`src/design/adc_ctrl_pkg.sv`:
```
// package: register map, field positions and reset values of the converter control block
package adc_ctrl_pkg;
	localparam logic [2:0] ADDR_CTRL_START   = 3'h0;
	localparam logic [2:0] ADDR_SOURCE_CLOCK = 3'h1;
	localparam logic [2:0] ADDR_AMP_REF      = 3'h2;
	localparam logic [2:0] ADDR_BANDGAP      = 3'h3;
	localparam logic [2:0] ADDR_RESULT_LOW   = 3'h4;
	localparam logic [2:0] ADDR_RESULT_HIGH  = 3'h5;

	localparam int START_BIT    = 7;
	localparam int BUSY_BIT     = 6;
	localparam int ENABLE_BIT   = 5;
	localparam int ALIGN_BIT    = 4;
	localparam int AMP_EN_BIT   = 7;
	localparam int AMP_IN_BIT   = 4;
	localparam int BANDGAP_BIT  = 0;

	localparam logic [7:0] CTRL_START_RST  = 8'h00;
	localparam logic [7:0] SOURCE_CLK_RST  = 8'h00;
	localparam logic [7:0] AMP_REF_RST     = 8'h00;
	localparam logic [7:0] BANDGAP_RST     = 8'h00;
	localparam logic [7:0] CTRL_START_MASK = 8'hbf;
	localparam logic [7:0] SOURCE_CLK_MASK = 8'hf7;
	localparam logic [7:0] AMP_REF_MASK    = 8'h9f;
	localparam logic [7:0] BANDGAP_MASK    = 8'h01;

	typedef enum logic [2:0] {
		SRC_EXTERNAL,
		SRC_SUPPLY,
		SRC_SUPPLY_HALF,
		SRC_SUPPLY_QUARTER,
		SRC_AMP,
		SRC_AMP_HALF,
		SRC_AMP_QUARTER,
		SRC_GROUND
	} input_source_t;

	typedef enum logic [1:0] {
		REF_SUPPLY,
		REF_EXTERNAL_PIN,
		REF_AMP
	} reference_t;

	localparam logic [6:0] DIV_MAX = 7'h7f;
endpackage

```
`src/design/conv_clock_divider.sv`:
```
// power-of-two divider producing the conversion clock enable
`timescale 1ns/1ps
`default_nettype none
module conv_clock_divider #(
	parameter int WIDTH = 7
) (
	input  wire logic       clock_i,
	input  wire logic       rst_n_i,
	input  wire logic       run_i,
	input  wire logic [2:0] sel_i,
	output logic            tick_o
);
	typedef struct packed {
		logic [WIDTH-1:0] count;
		logic             tick;
	} div_state_t;

	div_state_t state_r;
	div_state_t state_nxt;
	logic [WIDTH-1:0] limit;

	always_comb begin
		limit = WIDTH'((8'h01 << sel_i) - 8'h01);
		state_nxt = state_r;
		state_nxt.tick = 1'b0;
		if (!run_i) begin
			state_nxt.count = '0;
		end else if (state_r.count >= limit) begin
			state_nxt.count = '0;
			state_nxt.tick = 1'b1;
		end else begin
			state_nxt.count = state_r.count + WIDTH'(1);
		end
	end

	always_ff @(posedge clock_i or negedge rst_n_i) begin
		if (!rst_n_i) begin
			state_r <= '0;
		end else begin
			state_r <= state_nxt;
		end
	end

	assign tick_o = state_r.tick;
endmodule
`default_nettype wire

```
`src/design/analog_route_decode.sv`:
```
// decodes source, channel and reference fields into analog switch controls
`timescale 1ns/1ps
`default_nettype none
module analog_route_decode (
	input  wire logic [3:0]  source_i,
	input  wire logic [3:0]  channel_i,
	input  wire logic        amp_input_i,
	input  wire logic [1:0]  ref_sel_i,
	output logic             ext_channel_on_o,
	output logic [15:0]      channel_onehot_o,
	output logic [2:0]       internal_source_o,
	output logic             amp_ref_pin_on_o,
	output logic             amp_bandgap_on_o,
	output logic [1:0]       reference_o,
	output logic             ext_ref_pin_on_o
);
	adc_ctrl_pkg::input_source_t src;
	adc_ctrl_pkg::reference_t    refs;

	always_comb begin
		case (source_i)
			4'h0, 4'h4, 4'hc, 4'hd, 4'he, 4'hf: src = adc_ctrl_pkg::SRC_EXTERNAL;
			4'h1: src = adc_ctrl_pkg::SRC_SUPPLY;
			4'h2: src = adc_ctrl_pkg::SRC_SUPPLY_HALF;
			4'h3: src = adc_ctrl_pkg::SRC_SUPPLY_QUARTER;
			4'h5: src = adc_ctrl_pkg::SRC_AMP;
			4'h6: src = adc_ctrl_pkg::SRC_AMP_HALF;
			4'h7: src = adc_ctrl_pkg::SRC_AMP_QUARTER;
			default: src = adc_ctrl_pkg::SRC_GROUND;
		endcase
		case (ref_sel_i)
			2'h0: refs = adc_ctrl_pkg::REF_SUPPLY;
			2'h1: refs = adc_ctrl_pkg::REF_EXTERNAL_PIN;
			default: refs = adc_ctrl_pkg::REF_AMP;
		endcase
	end

	// reserved channel codes open all 16 channel switches rather than alias a pin; ext_channel_on_o still follows the source
	assign ext_channel_on_o  = (src == adc_ctrl_pkg::SRC_EXTERNAL);
	assign channel_onehot_o  = (ext_channel_on_o && (channel_i != 4'ha) && (channel_i != 4'hb))
		? (16'h0001 << channel_i) : 16'h0000;
	assign internal_source_o = src;
	assign amp_ref_pin_on_o  = !amp_input_i;
	assign amp_bandgap_on_o  = amp_input_i;
	assign reference_o       = refs;
	assign ext_ref_pin_on_o  = (refs == adc_ctrl_pkg::REF_EXTERNAL_PIN);
endmodule
`default_nettype wire

```
`src/design/adc_control_register_block.sv`:
```
// top: registers, start sequencing and result formatting of the 12-bit converter
// Summary of operation
// start bit high then low starts one conversion
// busy bit set from start until the conversion completes
// enable bit powers the converter; low switches it off
// result bytes stay unchanged while converter is disabled
// alignment bit selects 11:4/3:0 or 11:8/7:0 result layout
// channel field picks inputs 0 to 9 and 12 to 15
// software never writes reserved channel codes 1010 or 1011
// source codes 0000, 0100, 11xx external; 0001-0011 supply fractions
// source codes 0101-0111 amplifier fractions; 10xx ground
// internal source disconnects the external channel regardless of channel field
// unimplemented control bits read as zero
// clock field divides system clock by two to the code
// software enables amplifier when its output is used
// amplifier input bit picks reference pin or bandgap, exclusive
// software enables bandgap when it feeds the amplifier
// reference field picks supply, external pin or amplifier
// gain field selects gains 1, 1.667, 2.5, 3.333
// software enables bandgap and waits before using it
// pin used as converter input drops its other function and pull-up
// result bits unused by alignment read as zero
// completion raises the converter interrupt request flag
// start strobe to core on falling start edge; result loaded on done
// all control bits reset to zero
`timescale 1ns/1ps
`default_nettype none
module adc_control_register_block #(
	parameter int DIV_WIDTH = 7,
	parameter int PINS      = 16
) (
	input  wire logic             clock_i,
	input  wire logic             rstn_i,
	input  wire logic [2:0]       addr_i,
	input  wire logic [7:0]       wdata_i,
	input  wire logic             wr_i,
	input  wire logic             rd_i,
	output logic [7:0]            rdata_o,
	input  wire logic             core_done_i,
	input  wire logic [11:0]      core_result_i,
	input  wire logic [PINS-1:0]  pin_analog_sel_i,
	output logic                  core_start_o,
	output logic                  core_power_o,
	output logic                  conv_clock_tick_o,
	output logic                  ext_channel_on_o,
	output logic [15:0]           channel_onehot_o,
	output logic [2:0]            internal_source_o,
	output logic                  gain_amp_power_o,
	output logic                  amp_ref_pin_on_o,
	output logic                  amp_bandgap_on_o,
	output logic [1:0]            gain_amp_gain_select_o,
	output logic [1:0]            reference_o,
	output logic                  ext_ref_pin_on_o,
	output logic                  bandgap_power_o,
	output logic                  conv_irq_flag_o,
	output logic [PINS-1:0]       pin_digital_off_o,
	output logic [PINS-1:0]       pin_pullup_off_o
);
	typedef struct packed {
		logic [7:0]  ctrl;
		logic [7:0]  source_clk;
		logic [7:0]  amp_ref;
		logic [7:0]  bandgap;
		logic        busy;
		logic        start_strobe;
		logic        irq;
		logic [11:0] result;
		logic        result_align;
		logic [7:0]  rdata;
		logic [PINS-1:0] pin_off;
	} blk_state_t;

	blk_state_t state_r;
	blk_state_t state_nxt;
	logic       rst_sync1_r;
	logic       rst_sync2_r;
	logic       rst_n;

	// reset released through two flops; assertion stays asynchronous
	always_ff @(posedge clock_i or negedge rstn_i) begin
		if (!rstn_i) begin
			rst_sync1_r <= 1'b0;
			rst_sync2_r <= 1'b0;
		end else begin
			rst_sync1_r <= 1'b1;
			rst_sync2_r <= rst_sync1_r;
		end
	end
	assign rst_n = rst_sync2_r;

	function automatic logic [15:0] format_result(input logic [11:0] d, input logic align);
		if (align) begin
			format_result = {4'h0, d};
		end else begin
			format_result = {d, 4'h0};
		end
	endfunction

	logic [15:0] result_view;
	logic        start_fall;
	logic        start_new;

	assign result_view = format_result(state_r.result, state_r.result_align);
	assign start_new   = wr_i && (addr_i == adc_ctrl_pkg::ADDR_CTRL_START);
	// a start dropped in one write is the documented 0-1-0 sequence's end
	assign start_fall  = start_new && state_r.ctrl[adc_ctrl_pkg::START_BIT]
		&& !wdata_i[adc_ctrl_pkg::START_BIT];

	always_comb begin
		state_nxt = state_r;
		state_nxt.start_strobe = 1'b0;
		state_nxt.irq = 1'b0;
		if (wr_i) begin
			case (addr_i)
				adc_ctrl_pkg::ADDR_CTRL_START:
					state_nxt.ctrl = wdata_i & adc_ctrl_pkg::CTRL_START_MASK;
				adc_ctrl_pkg::ADDR_SOURCE_CLOCK:
					state_nxt.source_clk = wdata_i & adc_ctrl_pkg::SOURCE_CLK_MASK;
				adc_ctrl_pkg::ADDR_AMP_REF:
					state_nxt.amp_ref = wdata_i & adc_ctrl_pkg::AMP_REF_MASK;
				adc_ctrl_pkg::ADDR_BANDGAP:
					state_nxt.bandgap = wdata_i & adc_ctrl_pkg::BANDGAP_MASK;
				default: begin
				end
			endcase
		end
		// alignment applies to reads at once; stored data are not reshuffled
		state_nxt.result_align = state_nxt.ctrl[adc_ctrl_pkg::ALIGN_BIT];
		if (!state_nxt.ctrl[adc_ctrl_pkg::ENABLE_BIT]) begin
			state_nxt.busy = 1'b0;
		end else if (state_r.busy && core_done_i && !state_r.start_strobe) begin
			state_nxt.busy = 1'b0;
			state_nxt.irq = 1'b1;
			state_nxt.result = core_result_i;
		end
		// a new start outranks a completion in the same cycle; none while switching off
		if (start_fall && state_r.ctrl[adc_ctrl_pkg::ENABLE_BIT]
			&& state_nxt.ctrl[adc_ctrl_pkg::ENABLE_BIT]) begin
			state_nxt.start_strobe = 1'b1;
			state_nxt.busy = 1'b1;
		end
		state_nxt.pin_off = pin_analog_sel_i;
		state_nxt.rdata = 8'h00;
		if (rd_i) begin
			case (addr_i)
				adc_ctrl_pkg::ADDR_CTRL_START:
					state_nxt.rdata = {state_r.ctrl[7], state_r.busy, state_r.ctrl[5:0]};
				adc_ctrl_pkg::ADDR_SOURCE_CLOCK: state_nxt.rdata = state_r.source_clk;
				adc_ctrl_pkg::ADDR_AMP_REF:      state_nxt.rdata = state_r.amp_ref;
				adc_ctrl_pkg::ADDR_BANDGAP:      state_nxt.rdata = state_r.bandgap;
				adc_ctrl_pkg::ADDR_RESULT_LOW:   state_nxt.rdata = result_view[7:0];
				adc_ctrl_pkg::ADDR_RESULT_HIGH:  state_nxt.rdata = result_view[15:8];
				default: state_nxt.rdata = 8'h00;
			endcase
		end
	end

	always_ff @(posedge clock_i or negedge rst_n) begin
		if (!rst_n) begin
			state_r <= '0;
		end else begin
			state_r <= state_nxt;
		end
	end

	conv_clock_divider #(
		.WIDTH(DIV_WIDTH)
	) u_div (
		.clock_i (clock_i),
		.rst_n_i (rst_n),
		.run_i   (state_r.ctrl[adc_ctrl_pkg::ENABLE_BIT]),
		.sel_i   (state_r.source_clk[2:0]),
		.tick_o  (conv_clock_tick_o)
	);

	analog_route_decode u_route (
		.source_i          (state_r.source_clk[7:4]),
		.channel_i         (state_r.ctrl[3:0]),
		.amp_input_i       (state_r.amp_ref[adc_ctrl_pkg::AMP_IN_BIT]),
		.ref_sel_i         (state_r.amp_ref[3:2]),
		.ext_channel_on_o  (ext_channel_on_o),
		.channel_onehot_o  (channel_onehot_o),
		.internal_source_o (internal_source_o),
		.amp_ref_pin_on_o  (amp_ref_pin_on_o),
		.amp_bandgap_on_o  (amp_bandgap_on_o),
		.reference_o       (reference_o),
		.ext_ref_pin_on_o  (ext_ref_pin_on_o)
	);

	assign rdata_o                = state_r.rdata;
	assign core_start_o           = state_r.start_strobe;
	assign core_power_o           = state_r.ctrl[adc_ctrl_pkg::ENABLE_BIT];
	assign gain_amp_power_o       = state_r.amp_ref[adc_ctrl_pkg::AMP_EN_BIT];
	assign gain_amp_gain_select_o = state_r.amp_ref[1:0];
	assign bandgap_power_o        = state_r.bandgap[adc_ctrl_pkg::BANDGAP_BIT];
	assign conv_irq_flag_o        = state_r.irq;
	assign pin_digital_off_o      = state_r.pin_off;
	assign pin_pullup_off_o       = state_r.pin_off;
endmodule
`default_nettype wire

```
`config.mk`:
```
export PLATFORM = sky130hd
export DESIGN_NAME = adc_control_register_block
export DESIGN_NICKNAME = d
export VERILOG_FILES = /design/src/design/adc_ctrl_pkg.sv /design/src/design/conv_clock_divider.sv /design/src/design/analog_route_decode.sv /design/src/design/adc_control_register_block.sv
export SDC_FILE = /design/constraint.sdc
export NUM_CORES = 1
export LEC_CHECK = 0
export BUFFER_PORTS_ARGS = -buffer_cell sky130_fd_sc_hd__buf_2
export CORE_ASPECT_RATIO = 2
export CORE_UTILIZATION = 29
export CTS_CLUSTER_SIZE = 40
export DETAILED_ROUTE_END_ITERATION = 12
export PLACE_DENSITY_LB_ADDON = 0.25
export SLEW_MARGIN = 30
export SYNTH_ARGS = -nofsm -noshare
export SYNTH_HDL_FRONTEND = slang
export SYNTH_SLANG_ARGS = --single-unit
```
`constraint.sdc`:
```
create_clock -name clock_i -period 2.6 [get_ports clock_i]
set_input_delay 0.39 -clock clock_i [delete_from_list [all_inputs] [get_ports clock_i]]
set_output_delay 0.39 -clock clock_i [all_outputs]
set_load 0.02 [all_outputs]
```
==> metrics.md, run 1 <==
| Metric | Value |
|---|---|
| Min Tclk post-route | `2.443 ns` |
| Fill cell count | `1189` |
| Skew final | `0.006133 ns` |
| Critical path buffer and inverter count | `1` |
| DIE WIDTH | `80.47 um` |
| DR pass1 iterations | `4` |
| Power Density | `746.1 mW/mm^2` |
| WL final | `8877 um` |
| Max Root-Sink Buffers | `2` |
| Dpl cell area | `0.003985 mm^2` |
| Worst min-delay path class | `primary input to flop` |
| DRC | `0` |
| Largest net degree at the start of global routing | `27` |
| CTS tree | `built` |
| Leakage | `2.123 nW` |
| Count leader, synth | `dfrtp_1` |
| ANT nets after route | `0` |
| Placed Instances | `532` |
| Dpl hpwl | `6945 um` |
| Number of synthesized flops with an enable pin | `0` |
| Worst EP arrival | `2.05 ns` |
| Port bufs | `114` |
| Layout cells sized above 1 | `0.4453` |
| DR WL/cell | `16.17 um` |
| Synth async-reset ratio | `1.000` |
| Worst hold path startpoint | `pin_analog_sel_i[15]` |
| Initial antenna violation count | `0` |
| Outcome | `complete, no violations` |
| Reg2reg end | `u_div.state_r[6]$_DFF_PN0_` |
| CTS Sinks | `70` |
| Crit-path max FO | `8` |
| Vias per cell | `4.650` |
| R2R setup slack | `0.55 ns` |
| Primary FF master, synth | `dfrtp_1` |
| Io pins | `117` |
| Die area | `0.01279 mm^2` |
| CTS buffer count | `9` |
| Avg Inst Size Synth | `11.12 um^2` |
| Cells along the critical path | `o31ai_4, or3b_2, nor3_1, buf_2` |
| Max-slew violations | `0` |
| Critical path capture point type | `output port` |
| Critical Path Source | `state_r[63]$_DFFE_PN0P_` |
| Final core utilization | `0.3570` |
| Vias in the first global route | `2562` |
| Maximum clock frequency | `409.4 MHz` |
| Area Growth Syn to Fin | `20.50%` |
| Synth top area share | `0.4905` |
| Clock share of power | `0.385` |
| Crit Path Class | `flop to output port` |
| CP max-delay cell | `or3b_2` |
| WP data required | `2.21 ns` |
| Setup Viol. Count Final | `0` |
| First-pass GRT wire length | `13740 um` |
| Synth area leader | `dfrtp_1` |
| Iteration-0 DRC count of the detailed router | `128` |
| Clock transition at path regs | `0.06 ns` |
| Flops & latches, synth | `70` |
| Syn Inst Count | `321` |
| Slew Limit Headroom | `0.6610` |
| Fin nets | `449` |
| Sw Share | `0.3146` |
| RSZ-0062 raised after global routing | `false` |
| Routability Congestion | `0.8208` |
| Worst setup SP type | `flop` |
| Critical path depth | `4` |
| Row count | `57` |
| H-tree depth | `3` |
| TNS Setup | `0 ns` |
| Mapped cell area | `0.003571 mm^2` |
| Ys Warns | `0` |
| GRT Util Overall | `0.1457` |
| CORE AREA | `0.01205 mm^2` |
| Final cycle utilization of the critical path | `0.9396` |
| Max-cap violations | `0` |
| Post-route cell area | `0.004303 mm^2` |
| Cells on Worst Hold Path | `1` |
| Die height | `158.9 um` |
| Hold Path End | `pin_digital_off_o[15]$_DFF_PN0_` |
| Least-Margin Pin Slew | `0.5051 ns` |
| R2R Path Start | `state_r[57]$_DFFE_PN0P_` |
| Worst skew pair latency | `0.33 ns` |
| Area contributors post-synth | `dfrtp_1, buf_4, mux2_2` |
| Non-filler cells, final | `549` |
| R2R depth | `6` |
| Clock root cell | `clkbuf_16` |
| Initial Util | `0.2963` |
| Psw | `1.010 mW` |
| Comb pwr share | `0.197` |
| Total gr overflow | `0` |
| CP peak stage delay | `0.53 ns` |
| Post-synth top cells | `dfrtp_1, buf_4, nor2_1` |
| Antenna cells | `0` |
| Total number of vias | `2553` |
| Share of power burned in registers | `0.418` |
| Distinct cells, synth | `47` |
| Cell Int Power | `2.200 mW` |
| Postcts setup bufs | `0` |
| Max IR drop VDD | `323.9 uV` |
| Register area share after synthesis | `0.4905` |
| CP delay by family, top | `simple AND/OR/NAND/NOR gates` |
| Final count of hold timing violations | `0` |
[routing by layer]
layer  wire (um)  vias up  global-route usage  share of wire
met3         398       13             0.02178          0.045
li1            -     1215                   -              -
met4         206        0             0.07062          0.023
met1        3212     1225              0.1482           0.36
met5           0        -                   0              0
met2        5059      100              0.2754           0.57
[worst reg2reg max path, stage by stage (launching register included)]
cell and delay, ns:
dfrtp_1 0.46, or3_1 0.40, ha_1 0.27, nand2b_1 0.13
a211oi_1 0.32, o21ai_1 0.24, nor2_1 0.16
[cell families after synthesis]
family / count (synthesis) / share of synthesized area
XOR/XNOR: 5 / 0.01227
AO/OA/AOI/OAI: 39 / 0.07358
buffers and inverters: 67 / 0.1223
multiplexers: 43 / 0.1426
other: 2 / 0.002103
adder cells (fa/ha/maj): 8 / 0.02803
flip-flops: 70 / 0.4905
AND/OR/NAND/NOR: 87 / 0.1286
[flip-flops by register name (all words and copies together) (netlist names)]
register,flops
state_r,29
pin_digital_off_o,16
rdata_o,8
u_div.state_r,7
gain_amp_gain_select_o,2
bandgap_power_o,1
conv_irq_flag_o,1
core_power_o,1
core_start_o,1
gain_amp_power_o,1
rst_n,1
rst_sync1_r,1
u_div.tick_o,1
[layout by cell type, fill, tap and decap left out, drive strengths merged, types with 2 or more instances in the layout]
| cell | count |
|---|---|
| a211o | 2 |
| a211oi | 2 |
| a21oi | 12 |
| a221oi | 2 |
| a22oi | 2 |
| a31oi | 2 |
| and2 | 2 |
| and3 | 3 |
| buf | 121 |
| clkbuf | 10 |
| clkinv | 3 |
| conb | 3 |
| dfrtp | 70 |
| ha | 8 |
| inv | 11 |
| mux2 | 36 |
| mux2i | 7 |
| nand2 | 15 |
| nand2b | 6 |
| nand3 | 9 |
| nand3b | 4 |
| nor2 | 32 |
| nor3 | 6 |
| nor4b | 4 |
| o21ai | 10 |
| xnor2 | 2 |
| xor2 | 3 |
[power groups by stage]
stage | clock network [mW] | logic, mW | registers, mW
CTS | 1.28 | 0.636 | 1.34
global route | 1.32 | 0.691 | 1.36
detailed placement | 0 | 0.631 | 1.36
global placement | 0 | 0.624 | 1.35
finish | 1.24 | 0.632 | 1.34
floorplan | 0 | 0.488 | 1.31
[how the worst max path moves through the flow]
stage | end
floorplan | channel_onehot_o[0]
global placement | state_r[26]$_DFFE_PN0P_
detailed placement | state_r[25]$_DFFE_PN0P_
CTS | channel_onehot_o[0]
global route | channel_onehot_o[0]
finish | channel_onehot_o[0]
[cell type report]
| type | instances | area (um^2) | share of cell area |
|---|---|---|---|
| clock buffer | 10 | 229.0 | 0.05321 |
| clock inverter | 6 | 70.07 | 0.01628 |
| inverter | 9 | 33.78 | 0.007851 |
| multi-input combinational | 185 | 1400 | 0.3254 |
| sequential | 70 | 1753 | 0.4074 |
| tap | 147 | 183.9 | 0.04274 |
| timing repair buffer | 122 | 633.1 | 0.1471 |
[per-stage QoR]
step                power (mW)  setup slack (ns)  hold slack [ns]
finish                   3.210            0.1571           0.1611
global route             3.370           0.08267           0.1465
CTS                      3.258           0.07915           0.1436
detailed placement       1.991            0.3338           0.1784
global placement         1.978            0.3792           0.1751
floorplan                1.800            0.1055          0.09441
[what timing repair did]
item / in CTS / in global routing
endpoints found under the setup margin: 0 / 1
endpoints found under the hold margin: 2 / 0
resized for setup: 0 / 1
hold buffers: 1 / 0
Note: power is estimated with default switching activity, not from simulation.
==> inputs of run 2 (changes only) <==
==> constraint.sdc (replaced) <==
create_clock -name clock_i -period 2.6 [get_ports clock_i]
set_input_delay 0.26 -clock clock_i [delete_from_list [all_inputs] [get_ports clock_i]]
set_output_delay 0.26 -clock clock_i [all_outputs]
set_load 0.02 [all_outputs]
==> run 2 against run 1 <==
Critical path depth did not move. Cell count fell by 0.18%. Clock-buffer cell count rose by 2. Maximum frequency rose by 3.3%. Combinational power barely moved. Via count rose by 0.51%. Clock skew rose by 0.0020 ns. Critical endpoint unchanged. Highest routed layer unchanged. Non-clock buffer count fell by 1.
==> metrics.md, run 2 (synthesis results as in run 1) <==
| Metric | Value |
|---|---|
| DR WL/cell | `16.57 um` |
| Total number of vias | `2566` |
| Leakage | `2.122 nW` |
| RSZ-0062 raised after global routing | `false` |
| Worst setup SP type | `flop` |
| Largest net degree at the start of global routing | `38` |
| Initial antenna violation count | `0` |
| Non-filler cells, final | `548` |
| Most frequent cells in the layout | `buf_2, dfrtp_1, nor2_1, mux2_2, nand2_1` |
| Slew Limit Headroom | `0.4714` |
| Psw | `1.005 mW` |
| Clock root cell | `clkbuf_16` |
| Vias in the first global route | `2648` |
| Power Density | `752.3 mW/mm^2` |
| Least-Margin Pin Slew | `0.7929 ns` |
| CTS Sinks | `70` |
| Biggest register | `state_r` |
| Routability Congestion | `0.8221` |
| Crit Path Class | `flop to output port` |
| Hold Buf Count CTS | `1` |
| Crit-path max FO | `8` |
| Max-slew violations | `0` |
| Comb pwr share | `0.194` |
| WL final | `9083 um` |
| DIE WIDTH | `80.47 um` |
| DRC | `0` |
| Hold slack | `0.02935 ns` |
| Port bufs | `114` |
| Min Tclk post-route | `2.366 ns` |
| Share of power burned in registers | `0.412` |
| Worst EP arrival | `2.11 ns` |
| Max-cap violations | `0` |
| DR pass1 iterations | `4` |
| Io pins | `117` |
| Pre-CTS WS | `0.4620 ns` |
| Layout cells sized above 1 | `0.4439` |
| Final count of hold timing violations | `0` |
| Max Root-Sink Buffers | `2` |
| Clock share of power | `0.394` |
| Row count | `57` |
| Worst skew pair latency | `0.34 ns` |
| Outcome | `complete, no violations` |
| Largest register FFs | `29` |
| First-pass GRT wire length | `14060 um` |
| Vias per cell | `4.682` |
| Area Growth Syn to Fin | `21.06%` |
| Total gr overflow | `0` |
| Postcts setup bufs | `0` |
| CTS buffer count | `9` |
| Fin nets | `448` |
| R2R setup slack | `0.58 ns` |
| CTS tree | `built` |
| H-tree depth | `3` |
| Cell Int Power | `2.247 mW` |
| Die height | `158.9 um` |
| CORE AREA | `0.01205 mm^2` |
| Maximum clock frequency | `422.7 MHz` |
| Antenna cells | `0` |
| GRT Util Overall | `0.1516` |
| Critical path capture point type | `output port` |
| Count of cells resized by post-cts repair | `0` |
| Worst min-delay path class | `primary input to flop` |
| Setup Viol. Count Final | `0` |
| ANT nets after route | `0` |
| Setup WS post-layout | `0.2342 ns` |
| Iteration-0 DRC count of the detailed router | `111` |
| Initial Util | `0.2963` |
| Placed Instances | `531` |
| Die area | `0.01279 mm^2` |
| Most common cell after layout, fill and taps aside | `buf_2` |
| WP data required | `2.34 ns` |
| Sw Share | `0.3092` |
| Dpl hpwl | `7037 um` |
| Max IR drop VDD | `327.0 uV` |
| Clock transition at path regs | `0.06 ns` |
| Final cycle utilization of the critical path | `0.9099` |
| TNS Setup | `0 ns` |
| Skew final | `0.008119 ns` |
==> run 2: cell types whose count changed in the layout (fill, tap and decap cells not counted), sizes merged <==
cell      delta
clkinv       -3
clkbuf       +2
clkinvlp     +2
buf          -1
inv          -1
==> run 2: area by class of cell <==
cell class / instances / area, um^2
multi-input cells: 185 / 1391
clock inverters: 4 / 53.80
repair buffers: 121 / 650.6
flip-flops and latches: 70 / 1753
inverters: 9 / 33.78
fillers: 1224 / 7730
clock buffers: 12 / 256.5
well taps: 147 / 183.9
==> run 2: metal layers <==
metal / routed length (um) / global-route usage
met5: 0 / 0
met3: 405 / 0.03037
met1: 3185 / 0.1499
met2: 5159 / 0.2808
met4: 333 / 0.08442
==> run 2: power by group through the flow <==
stage / clock network (mW) / registers, mW / logic, mW
2_1_floorplan: 0 / 1.31 / 0.488
3_3_place_gp: 0 / 1.35 / 0.622
3_5_place_dp: 0 / 1.36 / 0.635
4_1_cts: 1.32 / 1.34 / 0.640
5_1_grt: 1.36 / 1.36 / 0.689
6_report: 1.28 / 1.34 / 0.630
==> run 2: critical path, stage by stage (launching register included) <==
cell and delay (ns):
dfrtp_1 0.47, o31ai_2 0.44, or3b_2 0.53, nor3_1 0.15, buf_2 0.19
==> run 2: stage by stage <==
step | area (um^2) | total power [mW] | util
floorplan | 3580 | 1.800 | -
global placement | 4003 | 1.976 | 0.3321
CTS | 4323 | 3.300 | 0.3587
global route | 4323 | 3.414 | 0.3587
detailed placement | 4003 | 1.996 | 0.3321
finish | 4323 | 3.252 | 0.3587
==> run 2: final timing paths <==
path                                         startpoint                              to  depth (start not counted)
worst min-delay path                pin_analog_sel_i[8]  pin_digital_off_o[8]$_DFF_PN0_                          1
worst max-delay path            state_r[63]$_DFFE_PN0P_             channel_onehot_o[0]                          4
max in group asynchronous               rst_n$_DFF_PN0_      u_div.state_r[5]$_DFF_PN0_                          1
min in group asynchronous                        rstn_i           rst_sync1_r$_DFF_PN0_                          2
worst min register to register          rst_n$_DFF_PN0_         state_r[29]$_DFFE_PN0P_                          0
worst max register to register  state_r[57]$_DFFE_PN0P_      u_div.state_r[3]$_DFF_PN0_                          6
==> inputs of run 3 (changes only) <==
Settings changed: REMOVE_ABC_BUFFERS from default to 1.
==> run 3 against run 2 <==
Final area fell by 0.23%. Register-to-register slack worse by 0.02 ns. Non-clock buffer count grew 2. Cell count rose by 0.36%. Sequential cell count stayed put. Clock skew about the same. Worst hold slack improved by 0.0028 ns. Global-route usage rose by 0.38 points. First-iteration DRC count is 16% higher. Die area unchanged. Combinational power is 2% higher. Clock-buffer cell count rose by 1.
==> metrics.md, run 3 (synthesis results as in run 1) <==
| Metric | Value |
|---|---|
| Antenna cells | `0` |
| Dpl hpwl | `7277 um` |
| CTS buffer count | `9` |
| RSZ-0062 raised after global routing | `false` |
| Non-filler cells, final | `550` |
| CTS tree | `built` |
| Postcts setup bufs | `0` |
| Initial antenna violation count | `0` |
| CORE AREA | `0.01205 mm^2` |
| H-tree depth | `3` |
| DRC | `0` |
| WL final | `9098 um` |
| GRT Util Overall | `0.1554` |
| Slew Limit Headroom | `0.5049` |
| Biggest register | `state_r` |
| Clock transition at path regs | `0.06 ns` |
| Worst EP arrival | `2.09 ns` |
| ANT nets after route | `0` |
| CP peak stage delay | `0.54 ns` |
| Port bufs | `114` |
| WP data required | `2.34 ns` |
| Outcome | `complete, no violations` |
| Max-cap violations | `0` |
| Most common cell after layout, fill and taps aside | `buf_2` |
| Least-Margin Pin Slew | `0.7427 ns` |
| Tot Pwr | `3.209 mW` |
| Row count | `57` |
| Final core utilization | `0.3578` |
| Crit-path max FO | `8` |
| Setup Viol. Count Final | `0` |
| Min Tclk post-route | `2.353 ns` |
| Vias per cell | `4.565` |
| Crit Path Class | `flop to output port` |
| Most frequent cells in the layout | `buf_2, dfrtp_1, nor2_1, mux2_2, nand2_1` |
| Cells along the critical path | `o31ai_1, or3b_2, nor3_1, buf_2` |
| Max IR drop VDD | `393.3 uV` |
| Final cycle utilization of the critical path | `0.9050` |
| Initial Util | `0.2963` |
| Layout cells sized above 1 | `0.4417` |
| Hold slack | `0.03216 ns` |
| Fill cell count | `1254` |
| CP max-delay cell | `or3b_2` |
| Largest register FFs | `29` |
| Worst min-delay path class | `primary input to flop` |
| CTS Sinks | `70` |
| Total number of vias | `2511` |
| First-pass GRT wire length | `14370 um` |
| Vias in the first global route | `2627` |
| Die height | `158.9 um` |
| Clock root cell | `clkbuf_16` |
| Area Growth Syn to Fin | `20.78%` |
| Worst skew pair latency | `0.33 ns` |
| Skew final | `0.008010 ns` |
| Placed Instances | `533` |
| DIE WIDTH | `80.47 um` |
| Io pins | `117` |
| Largest net degree at the start of global routing | `32` |
| Max-slew violations | `0` |
| Die area | `0.01279 mm^2` |
| Worst setup SP type | `flop` |
| Maximum clock frequency | `425.0 MHz` |
| Iteration-0 DRC count of the detailed router | `129` |
| DR pass1 iterations | `4` |
| Fin nets | `450` |
| Total gr overflow | `0` |
| Final count of hold timing violations | `0` |
| Leakage | `2.128 nW` |
| Power Density | `744.1 mW/mm^2` |
| Critical path capture point type | `output port` |
| TNS Setup | `0 ns` |
| Routability Congestion | `0.8218` |
| DR WL/cell | `16.54 um` |
| Max Root-Sink Buffers | `2` |
run 3: cell count changes in the layout (fill, tap and decap cells not counted), sizes merged:
cell | before | now
buf | 120 | 122
clkinvlp | 2 | 1
clkinv | 0 | 1
clkbuf | 12 | 13
inv | 10 | 9
run 3: final cells by class:
cell class	count	area (um^2)	area share
clock inverter	3	42.54	0.009864
timing repair buffer	123	653.1	0.1514
clock buffer	13	260.3	0.06034
multi-input combinational	185	1386	0.3214
inverter	9	33.78	0.007833
sequential	70	1753	0.4064
tap	147	183.9	0.04265
run 3: worst max-delay path: cells and delay by family, from the launching register on:
| kind | cells | cell delay (ns) |
|---|---|---|
| flip-flops | 1 | 0.45 |
| AO/OA/AOI/OAI | 1 | 0.45 |
| buffers and inverters | 1 | 0.19 |
| AND/OR/NAND/NOR | 2 | 0.68 |
run 3: path summary, 6_finish.rpt:
path / from / end / slack, ns / depth (start not counted)
min in group asynchronous: rstn_i / rst_sync1_r$_DFF_PN0_ / 0.26 / 2
worst max register to register: state_r[57]$_DFFE_PN0P_ / u_div.state_r[4]$_DFF_PN0_ / 0.56 / 6
max in group asynchronous: rst_n$_DFF_PN0_ / pin_digital_off_o[10]$_DFF_PN0_ / 1.61 / 1
worst min-delay path: pin_analog_sel_i[2] / pin_digital_off_o[2]$_DFF_PN0_ / 0.03 / 1
worst max-delay path: state_r[63]$_DFFE_PN0P_ / channel_onehot_o[0] / 0.25 / 4
worst min register to register: rst_n$_DFF_PN0_ / pin_digital_off_o[15]$_DFF_PN0_ / 0.34 / 0
run 3: report_power, final:
part	total (mW)	internal (mW)	leakage, nW	switching [mW]
Sequential	1.34	1.19	0.892	0.146
Clock	1.23	0.793	0.146	0.438
Combinational	0.641	0.262	1.09	0.380
run 3: metal layers:
layer,up-vias,share of wire,global-route usage
li1,1212,-,-
met4,0,0.024,0.07305
met5,-,0,0
met3,11,0.042,0.03324
met1,1209,0.34,0.1445
met2,79,0.60,0.3024
run 3: what timing repair did:
| item | CTS | global route |
|---|---|---|
| gates resized for setup | 0 | 0 |
| hold buffers | 1 | 0 |
| endpoints found under the hold margin | 2 | 0 |
run 3: stage by stage:
| step | setup slack [ns] | area (um^2) |
|---|---|---|
| global placement | 0.5623 | 4000 |
| floorplan | 0.05877 | 3172 |
| CTS | 0.1876 | 4313 |
| detailed placement | 0.5498 | 4000 |
| finish | 0.2470 | 4313 |
| global route | 0.07292 | 4313 |
